`src/design/flash_host_pkg.sv`:
```
package flash_host_pkg;

  // bus widths
  localparam int ADDR_W = 26;
  localparam int DATA_W = 16;

  // unlock and command addresses and codes
  localparam logic [11:0] UNLOCK_ADDR_A = 12'h555;
  localparam logic [11:0] UNLOCK_ADDR_B = 12'h2AA;
  localparam logic [7:0] UNLOCK_DATA_A = 8'hAA;
  localparam logic [7:0] UNLOCK_DATA_B = 8'h55;
  localparam logic [7:0] CMD_ID_ENTRY = 8'h90;
  localparam logic [7:0] CMD_EXIT_A = 8'h90;
  localparam logic [7:0] CMD_EXIT_B = 8'h00;
  localparam logic [7:0] CMD_RESET = 8'hF0;
  localparam logic [7:0] CMD_PROGRAM = 8'hA0;
  localparam logic [7:0] CMD_SECRET_ENTRY = 8'h60;
  localparam logic [7:0] CMD_BUF_LOAD = 8'h25;
  localparam logic [7:0] CMD_BUF_CONFIRM = 8'h29;
  localparam logic [7:0] CMD_VOLATILE_ENTRY = 8'hE0;

  // identification space word offsets
  localparam logic [3:0] MAKER_CODE_WORD = 4'h0;
  localparam logic [3:0] PART_CODE_WORD_A = 4'h1;
  localparam logic [3:0] SECTOR_PROTECT_STATE = 4'h2;
  localparam logic [3:0] LOCK_INDICATOR_WORD = 4'h3;
  localparam logic [3:0] FEATURE_SUPPORT_LOW = 4'hC;
  localparam logic [3:0] FEATURE_SUPPORT_HIGH = 4'hD;
  localparam logic [3:0] PART_CODE_WORD_B = 4'hE;
  localparam logic [3:0] PART_CODE_WORD_C = 4'hF;
  localparam logic [3:0] ID_LAST = 4'hF;

  // field positions
  localparam int LOCK_FACTORY_BIT = 7;
  localparam int LOCK_CUSTOMER_BIT = 6;
  localparam int WP_TOP_BIT = 4;
  localparam int FEAT_SR_BIT = 0;
  localparam int FEAT_POLL_BIT = 1;
  localparam int FEAT_CSET_LSB = 2;
  localparam int STATUS_FAIL_BIT = 5;
  localparam int SECTOR_LSB = 16;
  localparam int SECRET_WORDS = 4;

  // bus timing
  localparam int CLK_NS = 10;
  localparam int RANDOM_ACCESS_DELAY_NS = 90;
  localparam int ACCESS_CYCLES = (RANDOM_ACCESS_DELAY_NS + CLK_NS - 1) / CLK_NS;
  localparam int WRITE_PULSE_NS = 35;
  localparam int WRITE_CYCLES = (WRITE_PULSE_NS + CLK_NS - 1) / CLK_NS;
  localparam int GAP_NS = 20;
  localparam int GAP_CYCLES = (GAP_NS + CLK_NS - 1) / CLK_NS;
  localparam int TIMER_W = 8;

  typedef enum logic [2:0] {
    OP_ID_READ,
    OP_RESET,
    OP_SECRET_WRITE,
    OP_SECRET_READ,
    OP_BUF_PROGRAM,
    OP_SECTOR_LOCK
  } op_t;

  typedef struct packed {
    op_t op;
    logic [ADDR_W-1:0] addr;
    logic [DATA_W-1:0] data;
    logic [3:0] index;
    logic [7:0] count;
  } request_t;

  typedef struct packed {
    logic [ADDR_W-1:0] addr;
    logic [DATA_W-1:0] data;
    logic write;
  } bus_cycle_t;

endpackage : flash_host_pkg

```
`src/design/flash_host_ctrl.sv`:
```
`timescale 1ns/100ps
`default_nettype none
// How it works
// - buffered program sends count minus one; all addresses stay in one line
// - secret words go to offsets 00h to 03h, one each
// - command cycles are writes; identification and data fetches are reads
// - reset command after identification mode; none is sent on a raised fail bit
// - leaving buffer abort needs the full abort-reset sequence
// - one secret word per program, words 0 to 3 ascending
// - secret and volatile entries are followed by an exit; identification entry by a reset
// - each offset 02h read is a fresh chip-enable access
// - a single F0 write returns the device to array read, except out of buffer abort
module flash_host_ctrl #(
  parameter int NUM_SECTOR_BITS = 10
) (
  // clock and reset
  input wire logic i_clk,
  input wire logic i_reset_n,
  // user request
  input wire logic i_req_valid,
  input wire flash_host_pkg::request_t i_req,
  output logic o_req_ready,
  // user answer
  output logic o_done,
  output logic [flash_host_pkg::DATA_W-1:0] o_rd_data,
  output logic [7:0] o_id_valid_mask,
  output logic o_protected,
  output logic o_fail,
  // flash pins
  output logic [flash_host_pkg::ADDR_W-1:0] o_addr,
  output logic o_ce_n,
  output logic o_oe_n,
  output logic o_we_n,
  input wire logic [flash_host_pkg::DATA_W-1:0] i_dq,
  output logic [flash_host_pkg::DATA_W-1:0] o_dq,
  output logic o_dq_oe
);
  import flash_host_pkg::*;

  ////////////////////////////////////////////////////////////////////////
  typedef enum logic [2:0] {S_IDLE, S_SETUP, S_STROBE, S_GAP, S_DONE} state_t;

  state_t state, next_state;
  request_t req, next_req;
  logic [3:0] step, next_step;
  logic [TIMER_W-1:0] timer, next_timer;
  logic [DATA_W-1:0] rd_data, next_rd_data;
  logic [7:0] id_mask, next_id_mask;
  logic prot, next_prot;
  logic fail, next_fail;
  logic [3:0] secret_next_idx, next_secret_next_idx;
  bus_cycle_t cyc;
  logic last;

  // command address: only the low unlock bits matter, high bits kept zero
  function automatic logic [ADDR_W-1:0] cmd_addr(input logic [11:0] a);
    return {{(ADDR_W-12){1'b0}}, a};
  endfunction : cmd_addr

  function automatic logic [DATA_W-1:0] cmd_data(input logic [7:0] d);
    return {8'h00, d};
  endfunction : cmd_data

  // sector base with low bits zero; the device ignores them anyway
  function automatic logic [ADDR_W-1:0] sector_base(input logic [ADDR_W-1:0] a);
    return {a[ADDR_W-1:SECTOR_LSB], {SECTOR_LSB{1'b0}}};
  endfunction : sector_base

  function automatic bus_cycle_t wr(input logic [ADDR_W-1:0] a, input logic [DATA_W-1:0] d);
    return '{addr: a, data: d, write: 1'b1};
  endfunction : wr

  function automatic bus_cycle_t rd(input logic [ADDR_W-1:0] a);
    return '{addr: a, data: '0, write: 1'b0};
  endfunction : rd

  ////////////////////////////////////////////////////////////////////////
  // sequence table: step -> bus cycle
  always_comb begin
    cyc = wr(cmd_addr(12'h000), cmd_data(CMD_RESET));
    last = 1'b1;
    unique case (req.op)
      OP_ID_READ: begin
        // unlock, entry at sector, one read of the indexed word, reset
        last = 1'b0;
        if (step == 4'd0) cyc = wr(cmd_addr(UNLOCK_ADDR_A), cmd_data(UNLOCK_DATA_A));
        else if (step == 4'd1) cyc = wr(cmd_addr(UNLOCK_ADDR_B), cmd_data(UNLOCK_DATA_B));
        else if (step == 4'd2)
          cyc = wr(sector_base(req.addr) | cmd_addr(UNLOCK_ADDR_A), cmd_data(CMD_ID_ENTRY));
        else if (step == 4'd3)
          cyc = rd(sector_base(req.addr) | {{(ADDR_W-4){1'b0}}, req.index});
        else begin
          cyc = wr(cmd_addr(12'h000), cmd_data(CMD_RESET));
          last = 1'b1;
        end
      end
      OP_RESET: begin
        // full unlocked form, so it also clears a buffer abort
        last = 1'b0;
        if (step == 4'd0) cyc = wr(cmd_addr(UNLOCK_ADDR_A), cmd_data(UNLOCK_DATA_A));
        else if (step == 4'd1) cyc = wr(cmd_addr(UNLOCK_ADDR_B), cmd_data(UNLOCK_DATA_B));
        else begin
          cyc = wr(cmd_addr(UNLOCK_ADDR_A), cmd_data(CMD_RESET));
          last = 1'b1;
        end
      end
      OP_SECRET_WRITE, OP_SECRET_READ: begin
        last = 1'b0;
        if (step == 4'd0) cyc = wr(cmd_addr(UNLOCK_ADDR_A), cmd_data(UNLOCK_DATA_A));
        else if (step == 4'd1) cyc = wr(cmd_addr(UNLOCK_ADDR_B), cmd_data(UNLOCK_DATA_B));
        else if (step == 4'd2) cyc = wr(cmd_addr(UNLOCK_ADDR_A), cmd_data(CMD_SECRET_ENTRY));
        else if (step == 4'd3 && req.op == OP_SECRET_WRITE)
          cyc = wr(cmd_addr(12'h000), cmd_data(CMD_PROGRAM));
        else if (step == 4'd3)
          cyc = rd({{(ADDR_W-2){1'b0}}, req.index[1:0]});
        else if (step == 4'd4 && req.op == OP_SECRET_WRITE)
          cyc = wr({{(ADDR_W-2){1'b0}}, req.index[1:0]}, req.data);
        else if (step == 4'd4 || step == 4'd6)
          cyc = wr(cmd_addr(12'h000), cmd_data(CMD_EXIT_A));
        else if (step == 4'd5 || step == 4'd7) begin
          cyc = wr(cmd_addr(12'h000), cmd_data(CMD_EXIT_B));
          last = 1'b1;
        end else
          cyc = rd(cmd_addr(12'h000)); // read of 000h at steps 8 and up, which no sequence reaches
      end
      OP_BUF_PROGRAM: begin
        // single-word buffered load: count of one location minus one
        last = 1'b0;
        if (step == 4'd0) cyc = wr(cmd_addr(UNLOCK_ADDR_A), cmd_data(UNLOCK_DATA_A));
        else if (step == 4'd1) cyc = wr(cmd_addr(UNLOCK_ADDR_B), cmd_data(UNLOCK_DATA_B));
        else if (step == 4'd2) cyc = wr(sector_base(req.addr), cmd_data(CMD_BUF_LOAD));
        else if (step == 4'd3) cyc = wr(sector_base(req.addr), {8'h00, 8'h00});
        else if (step == 4'd4) cyc = wr(req.addr, req.data);
        else begin
          cyc = wr(sector_base(req.addr), cmd_data(CMD_BUF_CONFIRM));
          last = 1'b1;
        end
      end
      OP_SECTOR_LOCK: begin
        // volatile lock set (0) or clear (1) then exit
        last = 1'b0;
        if (step == 4'd0) cyc = wr(cmd_addr(UNLOCK_ADDR_A), cmd_data(UNLOCK_DATA_A));
        else if (step == 4'd1) cyc = wr(cmd_addr(UNLOCK_ADDR_B), cmd_data(UNLOCK_DATA_B));
        else if (step == 4'd2) cyc = wr(cmd_addr(UNLOCK_ADDR_A), cmd_data(CMD_VOLATILE_ENTRY));
        else if (step == 4'd3) cyc = wr(cmd_addr(12'h000), cmd_data(CMD_PROGRAM));
        else if (step == 4'd4) cyc = wr(sector_base(req.addr), {15'h0000, req.data[0]});
        else if (step == 4'd5) cyc = rd(sector_base(req.addr));
        else if (step == 4'd6) cyc = wr(cmd_addr(12'h000), cmd_data(CMD_EXIT_A));
        else begin
          cyc = wr(cmd_addr(12'h000), cmd_data(CMD_EXIT_B));
          last = 1'b1;
        end
      end
      default: last = 1'b1;
    endcase
  end

  ////////////////////////////////////////////////////////////////////////
  // sequencer: every cycle drops chip enable in the gap, so each read of
  // offset 02h is a full random access; slower but never a page read
  always_comb begin
    next_state = state;
    next_req = req;
    next_step = step;
    next_timer = timer;
    next_rd_data = rd_data;
    next_id_mask = id_mask;
    next_prot = prot;
    next_fail = fail;
    next_secret_next_idx = secret_next_idx;
    unique case (state)
      S_IDLE: begin
        if (i_req_valid) begin
          next_req = i_req;
          next_step = '0;
          next_fail = 1'b0;
          // refuse out-of-order secret programming
          if (i_req.op == OP_SECRET_WRITE && i_req.index != secret_next_idx) begin
            next_fail = 1'b1;
            next_state = S_DONE;
          end else if (i_req.op == OP_ID_READ && i_req.index > ID_LAST) begin
            next_fail = 1'b1;
            next_state = S_DONE;
          end else begin
            next_timer = TIMER_W'(GAP_CYCLES);
            next_state = S_SETUP;
          end
        end
      end
      S_SETUP: begin
        if (timer == '0) begin
          next_timer = cyc.write ? TIMER_W'(WRITE_CYCLES) : TIMER_W'(ACCESS_CYCLES);
          next_state = S_STROBE;
        end else next_timer = timer - 1'b1;
      end
      S_STROBE: begin
        if (timer == '0) begin
          if (!cyc.write) begin
            next_rd_data = i_dq;
            if (i_dq[STATUS_FAIL_BIT] && req.op == OP_SECRET_WRITE) next_fail = 1'b1;
            if (req.op == OP_ID_READ && req.index == SECTOR_PROTECT_STATE)
              next_prot = i_dq[0];
            else if (req.op == OP_SECTOR_LOCK)
              next_prot = (i_dq[7:0] == 8'h00);
            if (req.op == OP_ID_READ) next_id_mask = {7'h00, 1'b1};
          end
          next_timer = TIMER_W'(GAP_CYCLES);
          next_state = S_GAP;
        end else next_timer = timer - 1'b1;
      end
      S_GAP: begin
        if (timer == '0) begin
          if (last) next_state = S_DONE;
          else begin
            // secret write jumps from the data write at step 4 to the exit pair at steps 6 and 7
            if (req.op == OP_SECRET_WRITE && step == 4'd4) next_step = 4'd6;
            else next_step = step + 1'b1;
            next_timer = TIMER_W'(GAP_CYCLES);
            next_state = S_SETUP;
          end
        end else next_timer = timer - 1'b1;
      end
      S_DONE: begin
        if (req.op == OP_SECRET_WRITE && !fail)
          next_secret_next_idx = (secret_next_idx == 4'(SECRET_WORDS - 1)) ? '0 :
                                 secret_next_idx + 1'b1;
        next_state = S_IDLE;
      end
      default: next_state = S_IDLE;
    endcase
  end

  always_ff @(posedge i_clk or negedge i_reset_n) begin
    if (!i_reset_n) begin
      state <= S_IDLE;
      req <= '0;
      step <= '0;
      timer <= '0;
      rd_data <= '0;
      id_mask <= '0;
      prot <= 1'b0;
      fail <= 1'b0;
      secret_next_idx <= '0;
    end else begin
      state <= next_state;
      req <= next_req;
      step <= next_step;
      timer <= next_timer;
      rd_data <= next_rd_data;
      id_mask <= next_id_mask;
      prot <= next_prot;
      fail <= next_fail;
      secret_next_idx <= next_secret_next_idx;
    end
  end

  ////////////////////////////////////////////////////////////////////////
  assign o_req_ready = (state == S_IDLE);
  assign o_done = (state == S_DONE);
  assign o_rd_data = rd_data;
  assign o_id_valid_mask = id_mask;
  assign o_protected = prot;
  assign o_fail = fail;
  assign o_addr = (state == S_IDLE || state == S_DONE) ? '0 : cyc.addr;
  assign o_ce_n = !(state == S_STROBE);
  assign o_oe_n = !(state == S_STROBE && !cyc.write);
  assign o_we_n = !(state == S_STROBE && cyc.write);
  assign o_dq = (state == S_IDLE || state == S_DONE) ? '0 : cyc.data;
  assign o_dq_oe = (state == S_SETUP || state == S_STROBE || state == S_GAP) && cyc.write;

endmodule : flash_host_ctrl
`default_nettype wire

```
`config.mk`:
```
export PLATFORM = sky130hd
export DESIGN_NAME = flash_host_ctrl
export DESIGN_NICKNAME = d
export VERILOG_FILES = /design/src/design/flash_host_pkg.sv /design/src/design/flash_host_ctrl.sv
export SDC_FILE = /design/constraint.sdc
export NUM_CORES = 1
export LEC_CHECK = 0
export BUFFER_PORTS_ARGS = -buffer_cell sky130_fd_sc_hd__buf_2
export CAP_MARGIN = 20
export CELL_PAD_IN_SITES_DETAIL_PLACEMENT = 1
export CELL_PAD_IN_SITES_GLOBAL_PLACEMENT = 2
export CORE_MARGIN = 10
export CORE_UTILIZATION = 32
export CTS_CLUSTER_SIZE = 16
export DETAILED_ROUTE_END_ITERATION = 10
export PLACE_DENSITY = 0.95
export SLEW_MARGIN = 20
export SYNTH_ARGS = -nofsm -noshare
export SYNTH_HDL_FRONTEND = slang
export SYNTH_SLANG_ARGS = --single-unit
```
`constraint.sdc`:
```
create_clock -name i_clk -period 6.65 [get_ports i_clk]
set_input_delay 1.33 -clock i_clk [delete_from_list [all_inputs] [get_ports i_clk]]
set_output_delay 1.33 -clock i_clk [all_outputs]
set_load 0.03 [all_outputs]
```
==> run metrics <==
PortBufs 134; crit-path cells inv_1, ha_1, buf_4, nand3b_1, nor3_1, o221ai_1, a21oi_1, buf_2; initial core utilization 32.74%; Remaining Overflow, GRT 0; status complete, no violations; Root Driver clkbuf_16; # DRC 0; Max Cap Violations 0; worst hold margin 0.4698 ns; Synth Area in Adders 1.438%; Synth Instances 643; startpoint types flip-flop; Layout Skew 0.01279 ns; Hold Fails Final Rpt 0; worst min-delay path category reg2reg; Synth area leader dfrtp_1; syn avg cell area 8.118 sq um; Design Power 1.214 mW; post-synthesis compound-gate area fraction 15.84%; Worst setup EP type primary output; kind of critical path reg2out; GRT Total Usage 16.66%; postcts setup bufs 0; post-route setup slack 2.195 ns; num rows 46; first-pass GRT wire length 29290 microns; nets 835; Synth warnings 0; Critical Path Max Stage Delay 0.73 ns; CTS max path bufs 2; core area 15940 sq um; P per Cell Area 191.7 nW/um^2; final design utilization 39.71%; setup slack, reg-to-reg 3.70 ns; register bit total from synthesis 87; fin crit share 66.99%; area of placed instances 6025 sq um; synth cell count leaders nand2_1, dfrtp_1, a21oi_1; PostCTS Resize Cnt 0; Synth Area in XOR/XNOR 1.510%; leading post-synthesis cells by cell area dfrtp_1, nand2_1, a21oi_1; First DRT Iteration DRCs 379; CP max FO 29; drt wl/cell 18.89 microns; Worst Tran Pin Value 0.9628 ns; CTS tree built; HPWL after DPL 13630 microns; io pins 150; ys flop type dfrtp_1; Unique masters post-synth 60; area growth from synthesis to layout 21.28%; clk_lat worst skew 0.35 ns; H-tree depth 3; Max Clk Rate 224.5 MHz; Final ANT Viol Nets 0; Die H 147.7 microns; register area share after synthesis 41.71%; DIE AREA 21820 sq um; final setup TNS 0 ns; clock buffer count from CTS 9; hold_buf cts 0; Avg Vias per Cell 5.280; combinational family with the most area after synthesis simple AND/OR/NAND/NOR gates; FFs w/ async S/R, synth 100.0%; RSZ-0062 raised after global routing no; vias in the first global route 5289; largest net degree at the start of global routing 73; Placer Congestion 0.8962; area of the multi-input gates 2803 sq um; Post-Synth Simple-Gate Area 29.70%; dpl cells 958; CTS clk-pin slew, worst paths 0.06 ns; initial antenna violation count 9; Non-Filler Instances 978; via count 5164; number of enable flip-flop cells after synthesis 0; Yosys top cell area share 41.71%; Critical Path AT 3.12 ns; dpl ws 2.642 ns; CP max stage cell nor3_1; Final setup viols 0; cell area after layout 6331 sq um; synthesized area 5220 sq um; most frequent cell after synthesis nand2_1; Max-Slew Margin vs Limit 35.81%; Fillers 2000; Static Leakage 3.129 nW; die width 147.7 microns; Register Area 2177 sq um; final WL 18480 microns; worst vdd ir 0.1290 mV; CP Data Required Time 5.32 ns; post-synthesis mux area share 4.578%; final-report max-slew violation count 0; Period minus WS final 4.455 ns; share of cells above drive strength 1 24.93%; clock sinks 87; Initial DRT Pass Iterations 5
[state kept, by name, indices dropped and copies added, names as in the netlist]
signal and count:
req 49, timer 8, o_protected 1, secret_next_idx 4, step 4, o_rd_data 16
state 3, o_fail 1, o_id_valid_mask 1
[power by group]
group          internal [mW]  total [mW]  leakage, nW  switching, mW
Clock                  0.269       0.500        0.138          0.232
Combinational         0.0510       0.148         1.91         0.0973
Sequential             0.550       0.565         1.09         0.0156
[layout by cell type (no fill, tap or decap), drive strengths merged, types with 3 or more instances in the layout]
master,Yosys,final
nand4,3,3
or3b,4,4
mux2,18,18
nor2b,5,5
o21ai,27,27
or3,6,6
o2111ai,4,4
conb,1,7
nand3,13,13
o221ai,3,3
o31ai,5,5
or2,4,4
dfrtp,87,87
nor4,8,8
xnor2,3,3
nand3b,4,4
clkinv,0,4
nor3b,3,3
clkbuf,36,10
nor4b,3,3
xor2,6,6
diode,0,4
and3,4,4
o211ai,3,3
nor2,42,42
a31oi,7,7
a21oi,43,43
inv,9,9
nor3,17,17
a21o,4,4
ha,6,6
o41ai,7,7
buf,14,143
nand2b,8,8
and2,29,29
nand2,181,181
[metal layers]
| metal | global-route usage, % | vias to the layer above | wire length (microns) |
|---|---|---|---|
| li1 | - | 2422 | - |
| met1 | 20.59 | 2523 | 7842 |
| met2 | 26.78 | 165 | 8895 |
| met3 | 4.792 | 46 | 1209 |
| met4 | 6.591 | 8 | 482 |
| met5 | 0 | - | 46 |
[final cells by class]
class	count	share of cell area, %
Antenna cell	4	0.1581
Clock buffer	10	3.775
Clock inverter	6	0.9091
Inverter	9	0.5336
Multi-Input combinational cell	503	44.27
Sequential cell	87	34.39
Tap cell	216	4.269
Timing Repair Buffer	143	11.70
[cells by family (layout without fill, tap and decap cells)]
kind of cell,Yosys count,count (layout)
AOI/OAI and AO/OA,126,126
other,1,11
adders and majority gates,6,6
buffers and inverters,59,168
and+or+nand+nor,336,336
muxes,19,19
xor gates and xnor gates,9,9
DFF,87,87
[worst paths after layout]
| path | startpoint | endpoint | depth (start not counted) |
|---|---|---|---|
| max reg2reg | step[1] | o_rd_data[13] | 7 |
| min in group asynchronous | i_reset_n | timer[6] | 1 |
| min reg2reg | req[22] | req[22] | 2 |
| min | req[22] | req[22] | 2 |
| max | step[0] | o_dq[3] | 8 |
| max in group asynchronous | i_reset_n | req[27] | 2 |
[critical path: cells and delay by family, from the launching register on]
| family | cells | cell delay, ns |
|---|---|---|
| adders and majority gates | 1 | 0.15 |
| DFF | 1 | 0.44 |
| and+or+nand+nor | 2 | 1.03 |
| AOI/OAI and AO/OA | 2 | 0.51 |
| buffers and inverters | 3 | 0.63 |
Note: power is estimated with default switching activity, not from simulation.
